`src/csc_pkg.sv`:
```
// Purpose: Shared constants for the coherent snoop channel port
// Assumes: One clock, synchronous active-high reset
// Notes:   Domain codes and cache attribute bit positions
package csc_pkg;

   // ==========================================================
   // Widths
   // ==========================================================
   localparam int ADDR_W_DEF  = 32;
   localparam int DATA_W_DEF  = 64;
   localparam int SNOOP_W     = 4;
   localparam int PROT_W      = 3;
   localparam int RESP_W      = 5;
   localparam int CACHE_W     = 4;
   localparam int DOMAIN_W    = 2;

   // ==========================================================
   // Field positions
   // ==========================================================
   localparam int PROT_NS_BIT   = 1;
   localparam int CACHE_MOD_BIT = 1;
   localparam int CACHE_ALC_LO  = 2;
   localparam int CACHE_ALC_HI  = 3;

   // ==========================================================
   // Shareability domain encodings
   // ==========================================================
   localparam logic [1:0] DOM_NSH = 2'h0;
   localparam logic [1:0] DOM_ISH = 2'h1;
   localparam logic [1:0] DOM_OSH = 2'h2;
   localparam logic [1:0] DOM_SYS = 2'h3;

   // ==========================================================
   // Values after reset
   // ==========================================================
   localparam logic       RST_VALID  = 1'b0;
   localparam logic       RST_ACK    = 1'b0;
   localparam logic [3:0] RST_CACHE  = 4'h0;
   localparam logic [1:0] RST_DOMAIN = 2'h3;

endpackage

```
`src/csc_if.sv`:
```
// Purpose: Snoop, acknowledge and attribute wires between master and interconnect
// Assumes: Both ends clocked by the same clock
// Notes:   Snoop address width equals read and write address width
`timescale 1ns/100ps
interface csc_if #(
   parameter int ADDR_W = 32,
   parameter int DATA_W = 64
) ();
   import csc_pkg::*;

   logic                acvalid;
   logic                acready;
   logic [ADDR_W-1:0]   acaddr;
   logic [SNOOP_W-1:0]  acsnoop;
   logic [PROT_W-1:0]   acprot;
   logic                crvalid;
   logic                crready;
   logic [RESP_W-1:0]   crresp;
   logic                cdvalid;
   logic                cdready;
   logic [DATA_W-1:0]   cddata;
   logic                cdlast;
   logic                rack;
   logic                wack;
   logic [CACHE_W-1:0]  arcache;
   logic [DOMAIN_W-1:0] ardomain;
   logic [CACHE_W-1:0]  awcache;
   logic [DOMAIN_W-1:0] awdomain;

   modport master (
      input  acvalid, acaddr, acsnoop, acprot, crready, cdready,
      output acready, crvalid, crresp, cdvalid, cddata, cdlast, rack, wack,
      output arcache, ardomain, awcache, awdomain
   );

   modport icn (
      output acvalid, acaddr, acsnoop, acprot, crready, cdready,
      input  acready, crvalid, crresp, cdvalid, cddata, cdlast, rack, wack,
      input  arcache, ardomain, awcache, awdomain
   );
endinterface

```
`src/csc_master.sv`:
```
// Purpose: Master end of the coherent snoop channels and acknowledges
// Assumes: Same clock as the interconnect end; user logic is synchronous
// Notes:   Snoop data passes a two-entry buffer; domains are made legal
//
// How it works
// - Snoop address valid/ready handshake both ways
// - Snoop address width equals AR/AW width
// - Interconnect drives four-bit snoop type
// - Only protection bit one is used
// - Response valid with five-bit code, ready back
// - Data beats with last flag, ready back
// - Read done gives read acknowledge
// - Write response taken gives write acknowledge
// - Reset holds acks and response/data valids low
// - Interconnect holds snoop valid low in reset
// - Snoop valid only after reset released
// - Domain codes: non, inner, outer, system
// - Domains nest from single master to system
// - Domain membership agreed system wide
// - Device access uses system domain only
// - Cacheable access never uses system domain; the code still sets system when cache bit one is low
// - Cacheable reaches downstream and matching peer caches
// - Non-cacheable reaches only matching peer caches
`timescale 1ns/100ps
module csc_master
   import csc_pkg::*;
#(
   parameter int ADDR_W = ADDR_W_DEF,
   parameter int DATA_W = DATA_W_DEF
) (
   input  wire logic                 I_CLOCK,      // Clock
   input  wire logic                 I_SRST,       // Sync reset, high
   csc_if.master                     bus,          // Link to interconnect
   output logic                      O_SNP_VALID,  // Snoop held for user
   input  wire logic                 I_SNP_READY,  // User takes snoop
   output logic [ADDR_W-1:0]         O_SNP_ADDR,   // Snoop address
   output logic [SNOOP_W-1:0]        O_SNP_TYPE,   // Snoop type
   output logic                      O_SNP_NONSEC, // Protection bit one
   input  wire logic                 I_RSP_VALID,  // User response
   output logic                      O_RSP_READY,  // Response slot free
   input  wire logic [RESP_W-1:0]    I_RSP_CODE,   // Response code
   input  wire logic                 I_DAT_VALID,  // User data beat
   output logic                      O_DAT_READY,  // Buffer has room
   input  wire logic [DATA_W-1:0]    I_DAT_DATA,   // Data beat
   input  wire logic                 I_DAT_LAST,   // Last beat
   input  wire logic                 I_RD_DONE,    // Read finished pulse
   input  wire logic                 I_WR_DONE,    // Write resp taken pulse
   input  wire logic [CACHE_W-1:0]   I_AR_CACHE,   // Read cache attrs
   input  wire logic [DOMAIN_W-1:0]  I_AR_DOMAIN,  // Read domain asked
   input  wire logic [CACHE_W-1:0]   I_AW_CACHE,   // Write cache attrs
   input  wire logic [DOMAIN_W-1:0]  I_AW_DOMAIN,  // Write domain asked
   output logic                      O_AR_FIXED,   // Read domain corrected
   output logic                      O_AW_FIXED    // Write domain corrected
);

   // ==========================================================
   // Domain legalising
   // ==========================================================
   function automatic logic [1:0] legal_dom(input logic [CACHE_W-1:0] c, input logic [1:0] d);
      logic [1:0] r;
      r = d;
      if (!c[CACHE_MOD_BIT])
         r = DOM_SYS;
      else if ((c[CACHE_ALC_HI:CACHE_ALC_LO] != 2'h0) && (d == DOM_SYS))
         r = DOM_OSH;
      return r;
   endfunction

   wire logic [1:0] ar_dom = legal_dom(I_AR_CACHE, I_AR_DOMAIN);
   wire logic [1:0] aw_dom = legal_dom(I_AW_CACHE, I_AW_DOMAIN);

   logic [CACHE_W-1:0]  arcache_ff;
   logic [DOMAIN_W-1:0] ardomain_ff;
   logic [CACHE_W-1:0]  awcache_ff;
   logic [DOMAIN_W-1:0] awdomain_ff;
   logic                ar_fixed_ff;
   logic                aw_fixed_ff;

   always_ff @(posedge I_CLOCK)
   begin
      if (I_SRST)
      begin
         arcache_ff  <= RST_CACHE;
         ardomain_ff <= RST_DOMAIN;
         awcache_ff  <= RST_CACHE;
         awdomain_ff <= RST_DOMAIN;
         ar_fixed_ff <= 1'b0;
         aw_fixed_ff <= 1'b0;
      end
      else
      begin
         arcache_ff  <= I_AR_CACHE;
         ardomain_ff <= ar_dom;
         awcache_ff  <= I_AW_CACHE;
         awdomain_ff <= aw_dom;
         ar_fixed_ff <= (ar_dom != I_AR_DOMAIN);
         aw_fixed_ff <= (aw_dom != I_AW_DOMAIN);
      end
   end

   // ==========================================================
   // Snoop address capture
   // ==========================================================
   logic               snp_valid_ff;
   logic               acready_ff;
   logic [ADDR_W-1:0]  snp_addr_ff;
   logic [SNOOP_W-1:0] snp_type_ff;
   logic               snp_nonsec_ff;

   wire logic ac_fire  = bus.acvalid & acready_ff;
   wire logic snp_take = snp_valid_ff & I_SNP_READY;
   wire logic nxt_snp_valid = ac_fire | (snp_valid_ff & ~snp_take);

   always_ff @(posedge I_CLOCK)
   begin
      if (I_SRST)
      begin
         snp_valid_ff <= RST_VALID;
         acready_ff   <= 1'b0;
      end
      else
      begin
         snp_valid_ff <= nxt_snp_valid;
         acready_ff   <= ~nxt_snp_valid;
      end
   end

   always_ff @(posedge I_CLOCK)
   begin
      if (ac_fire)
      begin
         snp_addr_ff   <= bus.acaddr;
         snp_type_ff   <= bus.acsnoop;
         snp_nonsec_ff <= bus.acprot[PROT_NS_BIT];
      end
   end

   // ==========================================================
   // Snoop response
   // ==========================================================
   logic              crvalid_ff;
   logic [RESP_W-1:0] crresp_ff;

   wire logic rsp_load = I_RSP_VALID & ~crvalid_ff;
   wire logic cr_fire  = crvalid_ff & bus.crready;

   always_ff @(posedge I_CLOCK)
   begin
      if (I_SRST)
         crvalid_ff <= RST_VALID;
      else
         crvalid_ff <= rsp_load | (crvalid_ff & ~cr_fire);
   end

   always_ff @(posedge I_CLOCK)
   begin
      if (rsp_load)
         crresp_ff <= I_RSP_CODE;
   end

   // ==========================================================
   // Snoop data two-entry buffer
   // ==========================================================
   logic              head_v_ff;
   logic [DATA_W-1:0] head_d_ff;
   logic              head_l_ff;
   logic              skid_v_ff;
   logic [DATA_W-1:0] skid_d_ff;
   logic              skid_l_ff;

   wire logic dat_push  = I_DAT_VALID & ~skid_v_ff;
   wire logic cd_pop    = head_v_ff & bus.cdready;
   wire logic head_free = cd_pop | ~head_v_ff;
   wire logic from_skid = head_free & skid_v_ff;
   wire logic from_in   = head_free & ~skid_v_ff & dat_push;
   wire logic to_skid   = dat_push & ~from_in;
   wire logic nxt_head_v = head_free ? (skid_v_ff | dat_push) : 1'b1;
   wire logic nxt_skid_v = to_skid | (skid_v_ff & ~from_skid);

   always_ff @(posedge I_CLOCK)
   begin
      if (I_SRST)
      begin
         head_v_ff <= RST_VALID;
         skid_v_ff <= RST_VALID;
      end
      else
      begin
         head_v_ff <= nxt_head_v;
         skid_v_ff <= nxt_skid_v;
      end
   end

   always_ff @(posedge I_CLOCK)
   begin
      if (from_skid)
      begin
         head_d_ff <= skid_d_ff;
         head_l_ff <= skid_l_ff;
      end
      else if (from_in)
      begin
         head_d_ff <= I_DAT_DATA;
         head_l_ff <= I_DAT_LAST;
      end
      if (to_skid)
      begin
         skid_d_ff <= I_DAT_DATA;
         skid_l_ff <= I_DAT_LAST;
      end
   end

   // ==========================================================
   // Read and write acknowledges
   // ==========================================================
   logic rack_ff;
   logic wack_ff;

   always_ff @(posedge I_CLOCK)
   begin
      if (I_SRST)
      begin
         rack_ff <= RST_ACK;
         wack_ff <= RST_ACK;
      end
      else
      begin
         rack_ff <= I_RD_DONE;
         wack_ff <= I_WR_DONE;
      end
   end

   // ==========================================================
   // Outputs
   // ==========================================================
   assign bus.acready  = acready_ff;
   assign bus.crvalid  = crvalid_ff;
   assign bus.crresp   = crresp_ff;
   assign bus.cdvalid  = head_v_ff;
   assign bus.cddata   = head_d_ff;
   assign bus.cdlast   = head_l_ff;
   assign bus.rack     = rack_ff;
   assign bus.wack     = wack_ff;
   assign bus.arcache  = arcache_ff;
   assign bus.ardomain = ardomain_ff;
   assign bus.awcache  = awcache_ff;
   assign bus.awdomain = awdomain_ff;

   assign O_SNP_VALID  = snp_valid_ff;
   assign O_SNP_ADDR   = snp_addr_ff;
   assign O_SNP_TYPE   = snp_type_ff;
   assign O_SNP_NONSEC = snp_nonsec_ff;
   assign O_RSP_READY  = ~crvalid_ff;
   assign O_DAT_READY  = ~skid_v_ff;
   assign O_AR_FIXED   = ar_fixed_ff;
   assign O_AW_FIXED   = aw_fixed_ff;

endmodule

```
`src/flat_wrapper.sv`:
```
// flat-port wrapper written by rule: the top's interface ports become plain ports
module csc_master_flat import csc_pkg::*;
#(
   parameter int ADDR_W = ADDR_W_DEF,
   parameter int DATA_W = DATA_W_DEF
)
  (I_CLOCK, I_SRST, O_SNP_VALID, I_SNP_READY, O_SNP_ADDR, O_SNP_TYPE, O_SNP_NONSEC, I_RSP_VALID, O_RSP_READY, I_RSP_CODE, I_DAT_VALID, O_DAT_READY, I_DAT_DATA, I_DAT_LAST, I_RD_DONE, I_WR_DONE, I_AR_CACHE, I_AR_DOMAIN, I_AW_CACHE, I_AW_DOMAIN, O_AR_FIXED, O_AW_FIXED, bus_acvalid, bus_acaddr, bus_acsnoop, bus_acprot, bus_crready, bus_cdready, bus_acready, bus_crvalid, bus_crresp, bus_cdvalid, bus_cddata, bus_cdlast, bus_rack, bus_wack, bus_arcache, bus_ardomain, bus_awcache, bus_awdomain);
  csc_if #(.ADDR_W(ADDR_W), .DATA_W(DATA_W)) bus_i ();
  input  wire logic I_CLOCK;
  input  wire logic I_SRST;
  output logic O_SNP_VALID;
  input  wire logic I_SNP_READY;
  output logic [ADDR_W-1:0] O_SNP_ADDR;
  output logic [SNOOP_W-1:0] O_SNP_TYPE;
  output logic O_SNP_NONSEC;
  input  wire logic I_RSP_VALID;
  output logic O_RSP_READY;
  input  wire logic [RESP_W-1:0] I_RSP_CODE;
  input  wire logic I_DAT_VALID;
  output logic O_DAT_READY;
  input  wire logic [DATA_W-1:0] I_DAT_DATA;
  input  wire logic I_DAT_LAST;
  input  wire logic I_RD_DONE;
  input  wire logic I_WR_DONE;
  input  wire logic [CACHE_W-1:0] I_AR_CACHE;
  input  wire logic [DOMAIN_W-1:0] I_AR_DOMAIN;
  input  wire logic [CACHE_W-1:0] I_AW_CACHE;
  input  wire logic [DOMAIN_W-1:0] I_AW_DOMAIN;
  output logic O_AR_FIXED;
  output logic O_AW_FIXED;
  input wire logic [$bits(bus_i.acvalid)-1:0] bus_acvalid;
  input wire logic [$bits(bus_i.acaddr)-1:0] bus_acaddr;
  input wire logic [$bits(bus_i.acsnoop)-1:0] bus_acsnoop;
  input wire logic [$bits(bus_i.acprot)-1:0] bus_acprot;
  input wire logic [$bits(bus_i.crready)-1:0] bus_crready;
  input wire logic [$bits(bus_i.cdready)-1:0] bus_cdready;
  output wire logic [$bits(bus_i.acready)-1:0] bus_acready;
  output wire logic [$bits(bus_i.crvalid)-1:0] bus_crvalid;
  output wire logic [$bits(bus_i.crresp)-1:0] bus_crresp;
  output wire logic [$bits(bus_i.cdvalid)-1:0] bus_cdvalid;
  output wire logic [$bits(bus_i.cddata)-1:0] bus_cddata;
  output wire logic [$bits(bus_i.cdlast)-1:0] bus_cdlast;
  output wire logic [$bits(bus_i.rack)-1:0] bus_rack;
  output wire logic [$bits(bus_i.wack)-1:0] bus_wack;
  output wire logic [$bits(bus_i.arcache)-1:0] bus_arcache;
  output wire logic [$bits(bus_i.ardomain)-1:0] bus_ardomain;
  output wire logic [$bits(bus_i.awcache)-1:0] bus_awcache;
  output wire logic [$bits(bus_i.awdomain)-1:0] bus_awdomain;
  assign bus_i.acvalid = bus_acvalid;
  assign bus_i.acaddr = bus_acaddr;
  assign bus_i.acsnoop = bus_acsnoop;
  assign bus_i.acprot = bus_acprot;
  assign bus_i.crready = bus_crready;
  assign bus_i.cdready = bus_cdready;
  assign bus_acready = bus_i.acready;
  assign bus_crvalid = bus_i.crvalid;
  assign bus_crresp = bus_i.crresp;
  assign bus_cdvalid = bus_i.cdvalid;
  assign bus_cddata = bus_i.cddata;
  assign bus_cdlast = bus_i.cdlast;
  assign bus_rack = bus_i.rack;
  assign bus_wack = bus_i.wack;
  assign bus_arcache = bus_i.arcache;
  assign bus_ardomain = bus_i.ardomain;
  assign bus_awcache = bus_i.awcache;
  assign bus_awdomain = bus_i.awdomain;
  csc_master #(.ADDR_W(ADDR_W), .DATA_W(DATA_W)) u_core (.I_CLOCK(I_CLOCK), .I_SRST(I_SRST), .bus(bus_i), .O_SNP_VALID(O_SNP_VALID), .I_SNP_READY(I_SNP_READY), .O_SNP_ADDR(O_SNP_ADDR), .O_SNP_TYPE(O_SNP_TYPE), .O_SNP_NONSEC(O_SNP_NONSEC), .I_RSP_VALID(I_RSP_VALID), .O_RSP_READY(O_RSP_READY), .I_RSP_CODE(I_RSP_CODE), .I_DAT_VALID(I_DAT_VALID), .O_DAT_READY(O_DAT_READY), .I_DAT_DATA(I_DAT_DATA), .I_DAT_LAST(I_DAT_LAST), .I_RD_DONE(I_RD_DONE), .I_WR_DONE(I_WR_DONE), .I_AR_CACHE(I_AR_CACHE), .I_AR_DOMAIN(I_AR_DOMAIN), .I_AW_CACHE(I_AW_CACHE), .I_AW_DOMAIN(I_AW_DOMAIN), .O_AR_FIXED(O_AR_FIXED), .O_AW_FIXED(O_AW_FIXED));
endmodule
```
`config.mk`:
```
export PLATFORM = sky130hd
export DESIGN_NAME = csc_master_flat
export DESIGN_NICKNAME = d
export VERILOG_FILES = /design/src/csc_pkg.sv /design/src/csc_if.sv /design/src/csc_master.sv /design/src/flat_wrapper.sv
export SDC_FILE = /design/constraint.sdc
export NUM_CORES = 1
export LEC_CHECK = 0
export ABC_AREA = 1
export BUFFER_PORTS_ARGS = -buffer_cell sky130_fd_sc_hd__buf_2
export CORE_ASPECT_RATIO = 0.6
export CORE_MARGIN = 10
export CORE_UTILIZATION = 25
export CTS_CLUSTER_SIZE = 40
export DETAILED_ROUTE_END_ITERATION = 10
export SLEW_MARGIN = 20
export SYNTH_ARGS = -nofsm -noshare
export SYNTH_HDL_FRONTEND = slang
export SYNTH_SLANG_ARGS = --single-unit
```
`constraint.sdc`:
```
create_clock -name I_CLOCK -period 4.5 [get_ports I_CLOCK]
set_clock_uncertainty 0.15 [all_clocks]
set_input_delay 0.9 -clock I_CLOCK [delete_from_list [all_inputs] [get_ports I_CLOCK]]
set_output_delay 0.9 -clock I_CLOCK [all_outputs]
set_load 0.01 [all_outputs]
```
==> flow_summary.ini <==
[run_status]
outcome = finished clean

[sta]
finalMaxSlewViolations = 0
setup_viol = 0
post-route-period-util_pct = 58.8
rsz0062_at_grt = false
fin_crit_ps = 2650
setup_tns_ps = 0
worst_slew_pin_slew_ps = 919
clock.fmax_ghz = 0.378
final-hold-violation-count = 0
maxSlewHeadroom_pct = 38.7
finalWorstSetupSlack_ps = 1850

[clock_network]
numCtsBuffers = 17
clk_latency_ps = 440
clk_path_buf_depth = 2
cts_setup_buffers = 0
hold_buffers = 0
cts_sinks = 193
clkTransAtPathRegs_ps = 70
cts.htree.levels = 4
cts.repair.resized = 0
clockRootBuffer = clkbuf_16
cts_tree = built

[yosys]
syn-cell-area_mm2 = 0.00684
syn_nets = 605
async_reset_ff_share_pct = 0
synth-seq-cells = 193
yosysMostFrequentCell = edfxtp_1
synth.top_cell.area_share_pct = 75.5
synthTopCellsByArea = edfxtp_1 76%, nand2_1 7.2%, dfxtp_1 6.1%
syn_inst = 474
synth_cell_types = 16
ys_seq_area_share_pct = 81.7
ys.flop_type = edfxtp_1
synth_top_cell_by_area = edfxtp_1
synth-edff-count = 172
ys_top_cells_by_count = 172 x edfxtp_1, 132 x nand2_1, 65 x nand3_1, 22 x nor2_1, 21 x dfxtp_1
syn_area_per_cell_um2 = 14.4
ys_warn_count = 0

[worst_setup_path]
worstPathCellList = buf_2 > inv_1 > nand2_2 > nand2_2 > buf_4 > nand2_1 > nand2_1
crit_family = simple AND/OR/NAND/NOR gates
endpoint_kind = register
slowest_stage = nand2_2
cp_num_buf_inv = 3
critPathMaxStageDelay_ps = 540
worst_ep_arrival_time_ps = 2690
start_kind = input pin
crit_fanout = 29
critical_path_class = input pin to register
cp_data_required_time_ps = 4550

[power_and_ir_drop]
pwr-share-comb_pct = 7.5
ir_drop_mv = 0.257
seqPwrFrac_pct = 53.5
p_int_mw = 2.95
p_per_area_mw_per_mm2 = 424
p_leak_nw = 3.87
power_switching_mw = 0.915
clkPwrFrac_pct = 39.0
swShare_pct = 23.6

[place]
placed_area_mm2 = 0.00852
gp_congestion = 0.710
port_buffers = 257
dp_hpwl_mm = 13.4
dp_slack_ps = 1320

[floorplan]
rows = 46
die-width_um = 234
dieArea_mm2 = 0.0346
die_h_um = 148
start_util_pct = 25.7
core_area_mm2 = 0.0266
ios = 260

[routing]
dr.pass1.iters = 5
vias = 4422
drt_wl_total_mm = 19.0
drcViolationCount = 0
post_drt_wl_per_cell_um = 17.1
ant_nets = 0
viasPerCell = 3.98
drt_iter0_markers = 283

[cells_and_area]
post-route-util_pct = 34.2
fillers = 2647
area_growth_pct = 33.3
fin_area_mm2 = 0.00911
drive_gt1_share_pct = 41.7
fin_nets = 867

[grt]
antenna_found_initial = 1
grt_pass1_vias = 4524
grt_max_degree = 66
grt-ovfl-total = 0
grt_pass1_wl_mm = 28.3
grt.total_usage_pct = 10.9

[run]
max-cap-violations = 0

[hold_path]
hold_path_class = register to register
path summary, 6_finish.rpt:
path,start,to,slack (ps),depth (start not counted)
setup / recovery,bus_cdready,u_core.bus.cddata[1]$_DFFE_PP_,1850,7
hold / removal,u_core.O_SNP_VALID$_SDFF_PP0_,u_core.O_SNP_VALID$_SDFF_PP0_,370,2
setup reg to reg,u_core.bus.cdvalid$_SDFF_PP0_,u_core.bus.cddata[1]$_DFFE_PP_,2110,5
hold reg to reg,u_core.O_SNP_VALID$_SDFF_PP0_,u_core.O_SNP_VALID$_SDFF_PP0_,370,2
cell usage in the layout (no fill, tap or decap):
cell	n
clkbuf_1	1
a21oi_4	1
nand2_2	12
edfxtp_1	172
nand3_1	65
inv_8	4
clkbuf_16	18
clkbuf_8	2
diode_2	2
clkinv_8	1
clkinv_4	2
a21oi_1	2
inv_1	19
o21ai_0	4
dfxtp_2	1
dfxtp_1	20
buf_12	1
inv_6	2
nor2_1	21
buf_4	8
clkinvlp_4	2
nand2_1	131
o21a_1	1
buf_2	257
nor3_1	1
nor2_4	1
worst min-delay path: stages (launching register included):
cell,delay [ps]
dfxtp_1,320
nand2_1,90
a21oi_1,60
per-stage QoR:
step / std cells / hold slack [ps] / total power, mW
4_1_cts: 1109 / 368 / 3.94
2_1_floorplan: 474 / 349 / 2.24
3_3_place_gp: 1077 / 323 / 2.40
3_5_place_dp: 1077 / 356 / 2.41
5_1_grt: 1109 / 417 / 4.05
6_report: 1111 / 368 / 3.87
logic make-up after synthesis:
logic type             after synthesis  synth area share, %
AND/OR/NAND/NOR                    231                 14.3
flip-flops                         193                 81.7
buffers and inverters               42                 3.42
AO/OA/AOI/OAI                        8                0.622
power by group through the flow:
stage	combinational, mW	clock [mW]	sequential, mW
CTS	0.299	1.57	2.07
floorplan	0.0864	0	2.15
finish	0.290	1.51	2.07
detailed placement	0.299	0	2.11
global placement	0.294	0	2.11
global route	0.323	1.65	2.08
flip-flops by register name (all words and copies together), names as in the netlist, 2 cells and up:
register             cells
u_core.bus.arcache       4
u_core.O_SNP_ADDR       32
u_core.bus.crresp        5
u_core.bus.cddata       64
u_core.bus.awcache       4
u_core.bus.ardomain      2
u_core.skid_d_ff        64
u_core.O_SNP_TYPE        4
u_core.bus.awdomain      2
per-layer routing:
layer	track usage [%]	routed length, µm	vias to the layer above
met5	0	0	-
li1	-	-	2183
met4	3.34	252	0
met2	18.1	9340	144
met3	4.60	1360	18
met1	12.7	8000	2077
final cells by class:
cell class | count | area [µm²] | share of cell area [%]
timing repair buffer | 266 | 1370 | 15.0
clock inverter | 11 | 111 | 1.22
sequential | 193 | 5590 | 61.3
tap | 360 | 450 | 4.94
clock buffer | 21 | 482 | 5.29
multi-input combinational | 239 | 1040 | 11.4
antenna | 2 | 5.00 | 0.0549
inverter | 19 | 71.3 | 0.783
Note: power is estimated with default switching activity, not from simulation.
